<file path="config.mk">
export PLATFORM = sky130hd
export DESIGN_NAME = rcgr_top
export DESIGN_NICKNAME = d
export VERILOG_FILES = /design/src/logic/rcgr_pkg.sv /design/src/logic/rcgr_top.sv
export SDC_FILE = /design/constraint.sdc
export NUM_CORES = 1
export LEC_CHECK = 0
export ABC_AREA = 1
export BUFFER_PORTS_ARGS = -buffer_cell sky130_fd_sc_hd__buf_2
export CAP_MARGIN = 40
export CELL_PAD_IN_SITES_DETAIL_PLACEMENT = 1
export CELL_PAD_IN_SITES_GLOBAL_PLACEMENT = 2
export CORE_AREA = 3 3 237 239
export DETAILED_ROUTE_END_ITERATION = 12
export DIE_AREA = 0 0 240 242
export GPL_ROUTABILITY_DRIVEN = 0
export PLACE_DENSITY_LB_ADDON = 0.05
export SYNTH_ARGS = -nofsm -noshare
export SYNTH_HDL_FRONTEND = slang
export SYNTH_SLANG_ARGS = --single-unit
</file>
<file path="constraint.sdc">
create_clock -name ref_clk -period 2.6 [get_ports ref_clk]
set_input_delay 0.26 -clock ref_clk [delete_from_list [all_inputs] [get_ports ref_clk]]
set_output_delay 0.26 -clock ref_clk [all_outputs]
set_load 0.005 [all_outputs]
</file>
<file path="src/logic/rcgr_pkg.sv">
// Constants and carrier types for the range configuration and group refresh block
package rcgr_pkg;

  // Bus addressing and command codes
  localparam logic [7:0]  RCGR_GC_ADDR        = 8'h00;
  localparam logic [6:0]  RCGR_OWN_ADDR_DEF   = 7'h10;
  localparam logic [7:0]  RCGR_CMD_GROUP_REF  = 8'h1E;
  localparam logic [7:0]  RCGR_CMD_RANGE_CFG  = 8'h1D;

  // Range register layout and reset value
  localparam logic [15:0] RCGR_RANGE_RESET    = 16'h0000;
  localparam logic [1:0]  RCGR_RANGE_UNI      = 2'h0;
  localparam logic [1:0]  RCGR_RANGE_BI       = 2'h1;
  localparam int          RCGR_SENSE_TOP      = 15;
  localparam int          RCGR_BUS_TOP        = 7;
  localparam int          RCGR_CHANNELS       = 4;

  // Byte framing
  localparam logic [3:0]  RCGR_BITS_PER_BYTE  = 4'h8;

  // Settling delay after a refresh
  localparam int          RCGR_SETTLE_US      = 1000;
  localparam int          RCGR_CLK_MHZ        = 20;
  localparam int          RCGR_SETTLE_CYC     = RCGR_SETTLE_US * RCGR_CLK_MHZ;
  localparam int          RCGR_SETTLE_W       = 15;

  typedef enum logic [2:0] {
    RCGR_ST_IDLE,
    RCGR_ST_ADDR,
    RCGR_ST_CMD,
    RCGR_ST_WDATA,
    RCGR_ST_RDATA
  } rcgr_state_t;

  // Live results from the measurement path, and their readable copy
  typedef struct packed {
    logic [3:0][31:0] accum_value;
    logic [31:0]      accum_count;
    logic [3:0][15:0] bus_voltage;
    logic [3:0][15:0] sense_voltage;
  } rcgr_meas_t;

endpackage : rcgr_pkg

</file>
<file path="src/logic/rcgr_top.sv">
// Range polarity register and group refresh command behind a two-wire slave port
//
// Contract
// - Sense range fields: 00 unipolar, 01 bipolar
// - Bus range fields: 00 unipolar, 01 bipolar
// - Group refresh is command byte, no data
// - Group refresh accepted via general call
// - Refresh copies accumulators and voltages to snapshot
// - Refresh clears internal accumulators after copying
// - Snapshot stable until next refresh
`timescale 1ns/1ps
module rcgr_top
  import rcgr_pkg::*;
#(
  parameter logic [6:0] OWN_ADDR      = RCGR_OWN_ADDR_DEF,
  parameter int         SETTLE_CYCLES = RCGR_SETTLE_CYC
) (
  input  wire logic                     ref_clk,
  input  wire logic                     sys_rst,
  input  wire logic                     scl_in,
  input  wire logic                     sda_in,
  output wire logic                     sda_out,
  output wire logic                     sda_oe_n,
  input  wire rcgr_meas_t               meas_in,
  output rcgr_meas_t                    snap,
  output wire logic                     accum_clear,
  output wire logic                     results_ready,
  output logic [15:0]                   range_cfg,
  output logic [RCGR_CHANNELS-1:0]      sense_bipolar,
  output logic [RCGR_CHANNELS-1:0]      bus_bipolar
);

  logic                     scl_s1_r, scl_s2_r, scl_s3_r;
  logic                     sda_s1_r, sda_s2_r, sda_s3_r;
  rcgr_state_t              state_r;
  logic [3:0]               cnt_r;
  logic [7:0]               sh_r;
  logic [7:0]               tx_r;
  logic [7:0]               ptr_r;
  logic [7:0]               hold_r;
  logic                     ack_r;
  logic                     drive_r;
  logic                     gc_r;
  logic                     nack_r;
  logic                     byte_idx_r;
  logic                     refresh_r;
  logic [RCGR_SETTLE_W-1:0] settle_r;
  logic                     results_ready_r;
  logic [15:0]              range_cfg_r;
  rcgr_meas_t               snap_r;

  // Pins are asynchronous to ref_clk
  always_ff @(posedge ref_clk) begin
    if (sys_rst) begin
      scl_s1_r <= 1'b1;
      scl_s2_r <= 1'b1;
      scl_s3_r <= 1'b1;
      sda_s1_r <= 1'b1;
      sda_s2_r <= 1'b1;
      sda_s3_r <= 1'b1;
    end else begin
      scl_s1_r <= scl_in;
      scl_s2_r <= scl_s1_r;
      scl_s3_r <= scl_s2_r;
      sda_s1_r <= sda_in;
      sda_s2_r <= sda_s1_r;
      sda_s3_r <= sda_s2_r;
    end
  end

  wire logic scl_rise  = scl_s2_r & ~scl_s3_r;
  wire logic scl_fall  = ~scl_s2_r & scl_s3_r;
  wire logic start_det = scl_s2_r & scl_s3_r & sda_s3_r & ~sda_s2_r;
  wire logic stop_det  = scl_s2_r & scl_s3_r & ~sda_s3_r & sda_s2_r;
  wire logic byte_done = scl_fall & ~ack_r & (cnt_r == RCGR_BITS_PER_BYTE);
  wire logic addr_hit  = (sh_r[7:1] == OWN_ADDR) || (sh_r == RCGR_GC_ADDR);
  wire logic range_sel = (ptr_r == RCGR_CMD_RANGE_CFG);
  // Either address path lands here alike
  wire logic refresh_hit = byte_done && (state_r == RCGR_ST_CMD)
                           && (sh_r == RCGR_CMD_GROUP_REF);
  wire logic range_we  = byte_done && (state_r == RCGR_ST_WDATA) && !gc_r && range_sel && byte_idx_r;
  wire logic [15:0] range_wdata = {hold_r, sh_r};
  wire logic [7:0]  rd_byte = range_sel ? (byte_idx_r ? range_cfg_r[7:0] : range_cfg_r[15:8]) : 8'h00;

  // Open drain: only ever pulls low
  assign sda_out  = 1'b0;
  assign sda_oe_n = ~drive_r;

  always_ff @(posedge ref_clk) begin
    if (sys_rst) begin
      state_r    <= RCGR_ST_IDLE;
      cnt_r      <= 4'h0;
      sh_r       <= 8'h00;
      tx_r       <= 8'h00;
      ptr_r      <= 8'h00;
      hold_r     <= 8'h00;
      ack_r      <= 1'b0;
      drive_r    <= 1'b0;
      gc_r       <= 1'b0;
      nack_r     <= 1'b0;
      byte_idx_r <= 1'b0;
    end else if (start_det) begin
      state_r <= RCGR_ST_ADDR;
      cnt_r   <= 4'h0;
      ack_r   <= 1'b0;
      drive_r <= 1'b0;
    end else if (stop_det) begin
      state_r <= RCGR_ST_IDLE;
      ack_r   <= 1'b0;
      drive_r <= 1'b0;
    end else if (state_r != RCGR_ST_IDLE) begin
      if (scl_rise) begin
        if (ack_r) begin
          nack_r <= sda_s2_r;
        end else begin
          sh_r  <= {sh_r[6:0], sda_s2_r};
          cnt_r <= cnt_r + 4'h1;
        end
      end
      if (scl_fall) begin
        if (ack_r) begin
          ack_r <= 1'b0;
          cnt_r <= 4'h0;
          if (state_r == RCGR_ST_RDATA && !nack_r) begin
            tx_r    <= rd_byte;
            drive_r <= ~rd_byte[7];
          end else if (state_r == RCGR_ST_RDATA) begin
            state_r <= RCGR_ST_IDLE;
            drive_r <= 1'b0;
          end else begin
            drive_r <= 1'b0;
          end
        end else if (cnt_r == RCGR_BITS_PER_BYTE) begin
          ack_r <= 1'b1;
          case (state_r)
            RCGR_ST_ADDR: begin
              if (addr_hit) begin
                drive_r    <= 1'b1;
                gc_r       <= (sh_r == RCGR_GC_ADDR);
                byte_idx_r <= 1'b0;
                state_r    <= sh_r[0] ? RCGR_ST_RDATA : RCGR_ST_CMD;
              end else begin
                state_r <= RCGR_ST_IDLE;
                drive_r <= 1'b0;
              end
            end
            RCGR_ST_CMD: begin
              ptr_r      <= sh_r;
              byte_idx_r <= 1'b0;
              // General call carries nothing but the group refresh
              if (gc_r && sh_r != RCGR_CMD_GROUP_REF) begin
                state_r <= RCGR_ST_IDLE;
                drive_r <= 1'b0;
              end else begin
                state_r <= RCGR_ST_WDATA;
                drive_r <= 1'b1;
              end
            end
            RCGR_ST_WDATA: begin
              if (!gc_r && range_sel) begin
                drive_r    <= 1'b1;
                hold_r     <= sh_r;
                byte_idx_r <= ~byte_idx_r;
              end else begin
                state_r <= RCGR_ST_IDLE;
                drive_r <= 1'b0;
              end
            end
            RCGR_ST_RDATA: begin
              drive_r    <= 1'b0;
              byte_idx_r <= ~byte_idx_r;
            end
            default: begin
              state_r <= RCGR_ST_IDLE;
              drive_r <= 1'b0;
            end
          endcase
        end else if (state_r == RCGR_ST_RDATA) begin
          tx_r    <= {tx_r[6:0], 1'b0};
          drive_r <= ~tx_r[6];
        end
      end
    end
  end

  // Whole word stored, reserved codes included
  always_ff @(posedge ref_clk) begin
    if (sys_rst) begin
      range_cfg_r <= RCGR_RANGE_RESET;
    end else if (range_we) begin
      range_cfg_r <= range_wdata;
    end
  end

  assign range_cfg = range_cfg_r;

  wire logic [RCGR_CHANNELS-1:0] sense_bipolar_nxt;
  wire logic [RCGR_CHANNELS-1:0] bus_bipolar_nxt;
  logic      [RCGR_CHANNELS-1:0] sense_bipolar_r;
  logic      [RCGR_CHANNELS-1:0] bus_bipolar_r;

  genvar ch;
  generate
    for (ch = 0; ch < RCGR_CHANNELS; ch++) begin : g_dec
      assign sense_bipolar_nxt[ch] = range_cfg_r[RCGR_SENSE_TOP-2*ch -: 2] == RCGR_RANGE_BI;
      assign bus_bipolar_nxt[ch]   = range_cfg_r[RCGR_BUS_TOP-2*ch -: 2] == RCGR_RANGE_BI;
    end
  endgenerate
  // Registered decode trails the range word by one clock
  always_ff @(posedge ref_clk) begin
    if (sys_rst) begin
      sense_bipolar_r <= '0;
      bus_bipolar_r   <= '0;
    end else begin
      sense_bipolar_r <= sense_bipolar_nxt;
      bus_bipolar_r   <= bus_bipolar_nxt;
    end
  end

  assign sense_bipolar = sense_bipolar_r;
  assign bus_bipolar   = bus_bipolar_r;

  always_ff @(posedge ref_clk) begin
    if (sys_rst) begin
      refresh_r <= 1'b0;
    end else begin
      refresh_r <= refresh_hit;
    end
  end

  // Copy takes the pre-clear value; accumulators zero on the same edge
  always_ff @(posedge ref_clk) begin
    if (sys_rst) begin
      snap_r <= '0;
    end else if (refresh_r) begin
      snap_r <= meas_in;
    end
  end

  assign snap        = snap_r;
  assign accum_clear = refresh_r;

  // Ready flag lets the host avoid a blind 1 ms wait
  always_ff @(posedge ref_clk) begin
    if (sys_rst) begin
      settle_r        <= '0;
      results_ready_r <= 1'b1;
    end else if (refresh_r) begin
      settle_r        <= RCGR_SETTLE_W'(SETTLE_CYCLES);
      results_ready_r <= 1'b0;
    end else begin
      // Rises on the edge the counter empties
      results_ready_r <= (settle_r[RCGR_SETTLE_W-1:1] == '0);
      if (settle_r != '0) begin
        settle_r <= settle_r - 1'b1;
      end
    end
  end

  assign results_ready = results_ready_r;
endmodule : rcgr_top

</file>
==> impl_metrics.ini, run 1 <==
[synthesis]
synth_edf_count = 0
synth_top_family_by_area = simple AND/OR/NAND/NOR gates
synth.distinct_cells = 38
synth_warnings = 0
yosysSeqAreaShare_pct = 54.8
synthFlopType = dfxtp_1
syn_area_um2 = 13800
yosys.area_share.simple_pct = 23.6
synthTopCellsByArea = dfxtp_1 55%, nor2_1 17%, o21ai_0 12%
synth_fa_ha_area_share_pct = 0.272
synth_nets = 2103
syn_inst = 1808
yosys.area.top_type = dfxtp_1
synth-seq-cells = 378
ys_top_cells_by_count = 641 x nor2_1, 378 x dfxtp_1, 343 x o21ai_0
synth.mux.area_fraction_pct = 0.218
async_reset_ff_share_pct = 0
synth_compound_area_share_pct = 15.3
synth_most_common_cell = nor2_1
synth_top_area_share_pct = 54.8
synth_xor_xnor_area_share_pct = 0.317
syn_avg_cell_area_um2 = 7.64

[cts]
cts_max_level = 2
cts_resized = 0
path_clk_slew_ns = 0.06
cts_max_path_buffers = 3
postCtsSetupBuffers = 0
cts_buffers = 46
clockRootBuffer = clkbuf_16
clock_latency_ns = 0.58
cts_tree = done
cts_hold_buffers = 290
clock_sinks = 378

[critical_path]
timing.rr.start = cnt_r[0]
slowest_delay_ns = 0.52
startpoint_type = flip-flop
critPathKind = reg2out
crit_arrival_ns = 1.92
critPathBufInv = 2
critPathCaptureType = output port
crit_path_start = accum_clear
rrSetupSlack_ns = 0.65
crit_path_max_fanout = 203
cp_slowest_cell = buf_12
path_cells = buf_12, buf_2
required_ns = 2.34
cpLargestDelayFamily = buffers and inverters
r2r_cells = 10
r2r-end = range_cfg[2]

[timing]
whs_ns = 0.223
worst_slack_ns = 0.416
fin_crit_sh_pct = 84.0
tns_ns = 0
setup-violations-final = 0
slew_viol_final = 0
worstMarginPinSlew_ns = 0.906
grt_setup_unrepaired = no
period_needed_ns = 2.18
max_freq_mhz = 458
maxSlewHeadroom_pct = 39.6
skew_ns = 0.0163
hold_viol = 0

[die]
core_um2 = 54000
start_util_pct = 25.6
die_x_um = 240
rows = 85
die_y_um = 242
die_area_um2 = 58100
io_pins = 608

[power]
total_power_mw = 13.7
power.density_nw_per_um2 = 629
ir_drop_mv = 0.474
p_leak_nw = 10.9

[global_route]
grt_pass1_wl_mm = 96.5
grt_max_degree = 204
antenna_found_initial = 9
track_usage_pct = 21.3
grt-ovfl-total = 0
grt_pass1_vias = 16100

[placed_design]
dpl_cell_area_um2 = 17500
dp.cells = 3011
dp_slack_ns = 0.646
dp_hpwl_mm = 45.9
port_buffers = 606

[outcome]
outcome = finished, final reports clean

[routing]
route.vias.total = 15200
drc = 0
ant_nets = 0
drt_iter0_markers = 590
dr.pass1.iters = 4
wl_per_cell_um = 19.0
viasPerCell = 4.48
postRouteWirelength_mm = 64.3

[final_layout]
fin_area_um2 = 21800
syn2layout_area_growth_pct = 57.9
final_util_pct = 40.3
fin_nets = 2948
finalNonFillerCells = 3385
drive_gt1_share_pct = 27.1

[worst_hold_path]
hp-class = in2reg
hold_path_end = snap[242]
hold_start = sys_rst
hold_depth = 3

[flow_run]
drv_cap = 0
[metal layers]
| metal | vias to the layer above | global-route usage [%] | wire length [µm] | share of wire, % |
|---|---|---|---|---|
| met4 | 4 | 7.73 | 2390 | 3.7 |
| met5 | - | 0 | 25 | 0.039 |
| met3 | 108 | 7.06 | 4670 | 7.3 |
| met1 | 7176 | 23.2 | 24900 | 39 |
| met2 | 404 | 38.1 | 32400 | 50 |
| li1 | 7475 | - | - | - |
[kinds of logic after synthesis]
kind of cell / count (synthesis)
simple gates: 815
compound gates: 416
flops: 378
buf+inv: 187
xor+xnor: 5
fa+ha+maj: 3
mux: 3
other cells: 1
[flip-flops by register name, summed over array words and instances, names as in the netlist, 3 cells and up]
signal / flops
cnt_r: 4
state_r: 3
bus_bipolar: 4
hold_r: 8
ptr_r: 8
settle_r: 15
sense_bipolar: 4
range_cfg: 16
snap: 288
tx_r: 7
sh_r: 8
[worst min-delay path, stage by stage]
cell     delay (ns)
buf_2          0.12
buf_4          0.24
a21oi_1        0.14
[area by class of cell]
cell class / count / area [µm²]
diodes: 7 / 17.5
repair buffers: 912 / 6160
inverters: 72 / 283
clock buffers: 68 / 1340
fillers: 6624 / 32200
clock inverters: 9 / 63.8
well taps: 696 / 871
multi-input cells: 1243 / 5480
flip-flops and latches: 378 / 7570
[how the worst max path moves through the flow]
stage / end / cells past startpoint / slack, ns
after floorplan: hold_r[0] / 12 / 1.12
after CTS: accum_clear / 2 / 0.38
final: accum_clear / 2 / 0.42
after detailed placement: range_cfg[9] / 10 / 0.65
after global placement: range_cfg[0] / 10 / 0.74
after global routing: accum_clear / 2 / 0.31
[layout by cell type (no fill, tap or decap), drive strengths merged]
cell type	instances
a211oi	4
a21oi	62
a31oi	1
a41o	1
buf	622
clkbuf	68
clkinv	8
conb	1
dfxtp	378
diode	7
dlygate4sd3	290
ha	3
inv	73
mux2i	3
nand2	117
nand3	20
nand3b	4
nand4	1
nor2	651
nor3	14
nor4	2
o21a	1
o21ai	343
o21bai	1
o22ai	2
o31ai	1
or2	6
xnor2	2
xor2	3
[power by group]
part	total [mW]	switching (mW)	leakage [nW]	internal [mW]
Sequential	6.00	0.100	3.05	5.90
Clock	6.13	2.58	0.698	3.55
Combinational	1.57	0.806	7.19	0.768
Total	13.7	3.48	10.9	10.2
(Power assumes the default switching activity.)
==> run 2: changes to the inputs <==
--- a/config.mk
+++ b/config.mk
@@ -10,9 +10,9 @@
 export CAP_MARGIN = 40
 export CELL_PAD_IN_SITES_DETAIL_PLACEMENT = 1
 export CELL_PAD_IN_SITES_GLOBAL_PLACEMENT = 2
-export CORE_AREA = 3 3 237 239
+export CORE_MARGIN = 3
+export CORE_UTILIZATION = 25
 export DETAILED_ROUTE_END_ITERATION = 12
-export DIE_AREA = 0 0 240 242
 export GPL_ROUTABILITY_DRIVEN = 0
 export PLACE_DENSITY_LB_ADDON = 0.05
 export SYNTH_ARGS = -nofsm -noshare
==> constraint.sdc (replaced) <==
create_clock -name ref_clk -period 2.2 [get_ports ref_clk]
set_input_delay 0.22 -clock ref_clk [delete_from_list [all_inputs] [get_ports ref_clk]]
set_output_delay 0.22 -clock ref_clk [all_outputs]
set_load 0.005 [all_outputs]
==> run 2 against run 1 <==
Power up 24%. Via count up 0.86%. Wire length about the same. Register-to-register slack worse by 0.24 ns. Cell area up 1.3%. Worst hold slack worse by 0.12 ns. Worst setup slack worse by 0.12 ns. Clock skew down 0.0018 ns. Flip-flop and latch count unchanged. Die area about the same. Critical path type unchanged. Critical endpoint unchanged.
==> impl_metrics.ini, run 2 (same netlist as run 1, synthesis figures left out) <==
[outcome]
outcome = finished, final reports clean

[final_layout]
syn2layout_area_growth_pct = 59.9
fin_nets = 2956
final_common_cell = nor2_1
fill_cells = 6625
drive_gt1_share_pct = 27.4
multiInputGateArea_um2 = 5480
largest_register_ffs = 288
regArea_um2 = 7570
final_cell_mix = 641 x nor2_1, 606 x buf_2, 377 x dfxtp_1

[power]
pwr-share-seq_pct = 41.7
power.density_nw_per_um2 = 771
switchingPower_mw = 4.13
p_leak_nw = 11.1
ir_drop_mv = 0.499
total_power_mw = 17.0
swShare_pct = 24.3
p_comb_share_pct = 10.8
clkPwrFrac_pct = 47.5
power.internal_mw = 12.9

[die]
die_x_um = 241
die_y_um = 241
start_util_pct = 25.5
io_pins = 608
rows = 85
core_um2 = 54200
die_area_um2 = 58100

[timing]
max_freq_mhz = 524
skew_ns = 0.0145
grt_setup_unrepaired = no
worstMarginPinSlew_ns = 0.722
tns_ns = 0
hold_viol = 0
maxSlewHeadroom_pct = 51.8
fin_crit_sh_pct = 86.7
slew_viol_final = 0
whs_ns = 0.101
setup-violations-final = 0
period_needed_ns = 1.91

[cts]
clock_latency_ns = 0.57
clockRootBuffer = clkbuf_16
cts_resized = 0
cts_max_path_buffers = 3
cts_max_level = 2
clock_sinks = 378
cts_tree = done
cts_buffers = 47
path_clk_slew_ns = 0.06

[critical_path]
path_cells = buf_4, buf_2
required_ns = 1.98
startpoint_type = flip-flop
timing.rr.start = cnt_r[0]
critPathKind = reg2out
crit_path_max_fanout = 53
cp_slowest_cell = buf_4
critPathCaptureType = output port
cpLargestDelayFamily = buffers and inverters
crit_path_start = accum_clear
slowest_delay_ns = 0.45
critPathBufInv = 2
crit_arrival_ns = 1.69

[worst_hold_path]
hp-class = in2reg
hold_start = sys_rst

[global_route]
use_met1_pct = 24.1
grt-ovfl-total = 0
track_usage_pct = 21.4
grt_max_degree = 157
grt_pass1_wl_mm = 96.5
grt_pass1_vias = 16300
antenna_found_initial = 6
grt.met2_usage_pct = 37.1
top_usage_layer = met2
use_met3_pct = 6.70

[placed_design]
port_buffers = 606
dp_hpwl_mm = 46.3

[routing]
drt_iter0_markers = 518
viasPerCell = 4.50
postRouteWirelength_mm = 64.3
wl_per_cell_um = 18.9
dr.pass1.iters = 4
route.vias.total = 15300
drc = 0
ant_nets = 0

[flow_run]
drv_cap = 0
==> run 2: metal layers <==
metal | share of wire (%) | routed length, µm
met1 | 39 | 25300
met2 | 49 | 31700
met3 | 6.9 | 4430
met4 | 4.4 | 2840
met5 | 0.020 | 13
==> run 2: final timing paths <==
check / slack, ns / cells after the start / to
worst max register to register: 0.41 / 11 / range_cfg[10]
worst min-delay path: 0.10 / 2 / sh_r[0]
worst max-delay path: 0.29 / 2 / accum_clear
worst min register to register: 0.42 / 1 / sda_s2_r
==> run 2: cell type report <==
class / count / share of cell area (%)
Antenna cell: 7 / 0.0794
Clock buffer: 69 / 6.21
Clock inverter: 13 / 0.986
Inverter: 72 / 1.29
Multi-Input combinational cell: 1243 / 24.8
Sequential cell: 378 / 34.3
Tap cell: 696 / 3.95
Timing Repair Buffer: 919 / 28.4
==> run 2: power by group through the flow <==
| stage | Clock [mW] | Sequential (mW) | Combinational (mW) |
|---|---|---|---|
| 2_1_floorplan | 0 | 7.20 | 0.876 |
| 3_3_place_gp | 0 | 7.24 | 1.37 |
| 3_5_place_dp | 0 | 7.24 | 1.40 |
| 4_1_cts | 8.36 | 7.09 | 1.87 |
| 5_1_grt | 8.68 | 7.10 | 2.09 |
| 6_report | 8.07 | 7.09 | 1.85 |
==> run 2: what timing repair did <==
item / CTS / global route
endpoints found under the hold margin: 290 / 0
hold buffers: 290 / 0
setup buffers: 0 / 0
==> run 2: worst reg2reg max path: stages (launching register included) <==
cell and delay (ns):
dfxtp_1 0.33, inv_1 0.06, ha_1 0.13, nand2_1 0.06, nor2_2 0.16, inv_2 0.09
nor2_4 0.13, nand2_2 0.08, nor2_4 0.11, buf_4 0.28, o21ai_0 0.15, a21oi_1 0.14
==> run 2: through the flow <==
step | util (%) | cell area [µm²] | cells | worst slack (ns)
after floorplan | - | 13800 | 1808 | 0.720
after global placement | 32.4 | 17600 | 3018 | 0.496
after detailed placement | 32.4 | 17600 | 3018 | 0.416
after CTS | 40.7 | 22100 | 3390 | 0.189
after global routing | 40.7 | 22100 | 3395 | 0.160
final | 40.7 | 22100 | 3397 | 0.293
==> run 3: changes to the inputs <==
--- a/config.mk
+++ b/config.mk
@@ -10,7 +10,7 @@
 export CAP_MARGIN = 40
 export CELL_PAD_IN_SITES_DETAIL_PLACEMENT = 1
 export CELL_PAD_IN_SITES_GLOBAL_PLACEMENT = 2
-export CORE_MARGIN = 3
+export CORE_ASPECT_RATIO = 0.7
 export CORE_UTILIZATION = 25
 export DETAILED_ROUTE_END_ITERATION = 12
 export GPL_ROUTABILITY_DRIVEN = 0
==> run 3 against run 2 <==
Clock power is 5.1% lower. Via count is 1.4% lower. Count of clock-buffer cells in the layout is 9 lower. Global-route usage is 0.47 points lower. Utilization is 0.24 points lower. Worst hold slack better by 0.098 ns. Die area is 3.3% lower. Worst setup slack better by 0.096 ns. Critical path depth stayed put. Sequential power hardly changed. Critical path type unchanged. Largest cell class unchanged. Highest routed layer unchanged.
==> impl_metrics.ini, run 3 (same netlist as run 1, synthesis figures left out) <==
[outcome]
outcome = finished, final reports clean

[timing]
max_freq_mhz = 552
setup-violations-final = 0
tns_ns = 0
worst_slack_ns = 0.390
whs_ns = 0.199
slew_viol_final = 0
hold_viol = 0
maxSlewHeadroom_pct = 42.7
fin_crit_sh_pct = 82.3
period_needed_ns = 1.81
worstMarginPinSlew_ns = 0.859
grt_setup_unrepaired = no
skew_ns = 0.00892

[power]
p_leak_nw = 11.0
ir_drop_mv = 0.412
swShare_pct = 24.4
power.density_nw_per_um2 = 758
switchingPower_mw = 4.05
pwr-share-seq_pct = 42.7
power.internal_mw = 12.5
clkPwrFrac_pct = 46.2
p_comb_share_pct = 11.1

[routing]
wl_met3_mm = 3.60
drt_iter0_markers = 627
ant_nets = 0
met2_length_mm = 29.6
wl_met1_mm = 25.3
top_layer = met5
dr.pass1.iters = 4
viasPerCell = 4.42
wl_per_cell_um = 17.9
drc = 0
route.vias.total = 15100
postRouteWirelength_mm = 60.9

[final_layout]
drive_gt1_share_pct = 27.1
final_cell_mix = 641 x nor2_1, 606 x buf_2, 377 x dfxtp_1
fin_nets = 2944
largest_register_ffs = 288
final_common_cell = nor2_1
syn2layout_area_growth_pct = 58.5

[die]
rows = 71
core_um2 = 54100
io_pins = 608
die_y_um = 199
start_util_pct = 25.5
die_x_um = 283
die_area_um2 = 56200

[cts]
cts_buffers = 42
cts_max_path_buffers = 3
clock_latency_ns = 0.56
path_clk_slew_ns = 0.06
clockRootBuffer = clkbuf_16
clock_sinks = 378
cts_tree = done
cts_max_level = 2

[global_route]
grt_pass1_vias = 15800
grt_max_degree = 176
antenna_found_initial = 6
grt-ovfl-total = 0
grt_pass1_wl_mm = 91.3
track_usage_pct = 20.9

[critical_path]
required_ns = 1.98
crit_arrival_ns = 1.59
startpoint_type = flip-flop
cp_slowest_cell = dfxtp_4
cpLargestDelayFamily = buffers and inverters
crit_path_max_fanout = 115
critPathBufInv = 2
critPathCaptureType = output port
slowest_delay_ns = 0.41
path_cells = buf_12, buf_2
critPathKind = reg2out

[placed_design]
port_buffers = 606
dp_hpwl_mm = 42.6
dp_slack_ns = 0.435

[flow_run]
drv_cap = 0

[worst_hold_path]
hp-class = in2reg
-- run 3: changes by cell type in the layout (fill, tap and decap cells not counted), sizes merged --
cell      previous run  this run
buf                629       622
inv                 72        71
clkinv               6         7
diode                7         3
clkinvlp             1         0
clkbuf              69        60
-- run 3: power groups by stage --
stage / logic (mW) / registers, mW / clock network (mW)
CTS: 1.86 / 7.09 / 7.93
finish: 1.85 / 7.09 / 7.66
global placement: 1.39 / 7.24 / 0
detailed placement: 1.41 / 7.24 / 0
floorplan: 0.876 / 7.20 / 0
global route: 2.08 / 7.10 / 8.22
-- run 3: path summary, 6_finish.rpt --
| kind | slack [ns] | to | startpoint | depth (start not counted) |
|---|---|---|---|---|
| worst max-delay path | 0.39 | accum_clear | accum_clear | 2 |
| worst max register to register | 0.43 | range_cfg[10] | cnt_r[0] | 11 |
| worst min-delay path | 0.20 | tx_r[3] | sys_rst | 3 |
| worst min register to register | 0.46 | sda_s2_r | sda_s1_r | 1 |
-- run 3: area by class of cell --
type                    instances  area (µm²)
diodes                          3        7.51
clock buffers                  60        1260
clock inverters                12         210
fillers                      6651       32200
inverters                      72         283
multi-input cells            1243        5480
flip-flops and latches        378        7570
well taps                     730         913
repair buffers                912        6160
-- run 3: routing by layer --
| layer | GRT usage, % | up-vias |
|---|---|---|
| li1 | - | 7466 |
| met1 | 24.8 | 7154 |
| met2 | 35.7 | 349 |
| met3 | 5.60 | 114 |
| met4 | 8.19 | 6 |
| met5 | 0 | - |
-- run 3: timing repair --
item / in CTS / in global routing
hold buffers: 290 / 0
setup buffers: 0 / 0
endpoints found under the hold margin: 290 / 0
gates resized for setup: 0 / 0
-- run 3: worst register-to-register path, stage by stage, from the launching register on --
cell     delay (ns)
dfxtp_1        0.33
inv_1          0.08
ha_1           0.14
nand2_1        0.06
nor2_2         0.15
inv_2          0.09
nor2_4         0.13
nand2_2        0.08
nor2_4         0.10
buf_4          0.29
o21ai_0        0.13
a21oi_1        0.14
-- run 3: through the flow --
stage	cell area (µm²)	std cells	utilization, %	power (mW)
6_report	21900	3410	40.4	16.6
3_3_place_gp	17500	3045	32.3	8.62
4_1_cts	21900	3407	40.4	16.9
5_1_grt	21900	3409	40.4	17.4
2_1_floorplan	13800	1808	-	8.08
3_5_place_dp	17500	3045	32.3	8.64
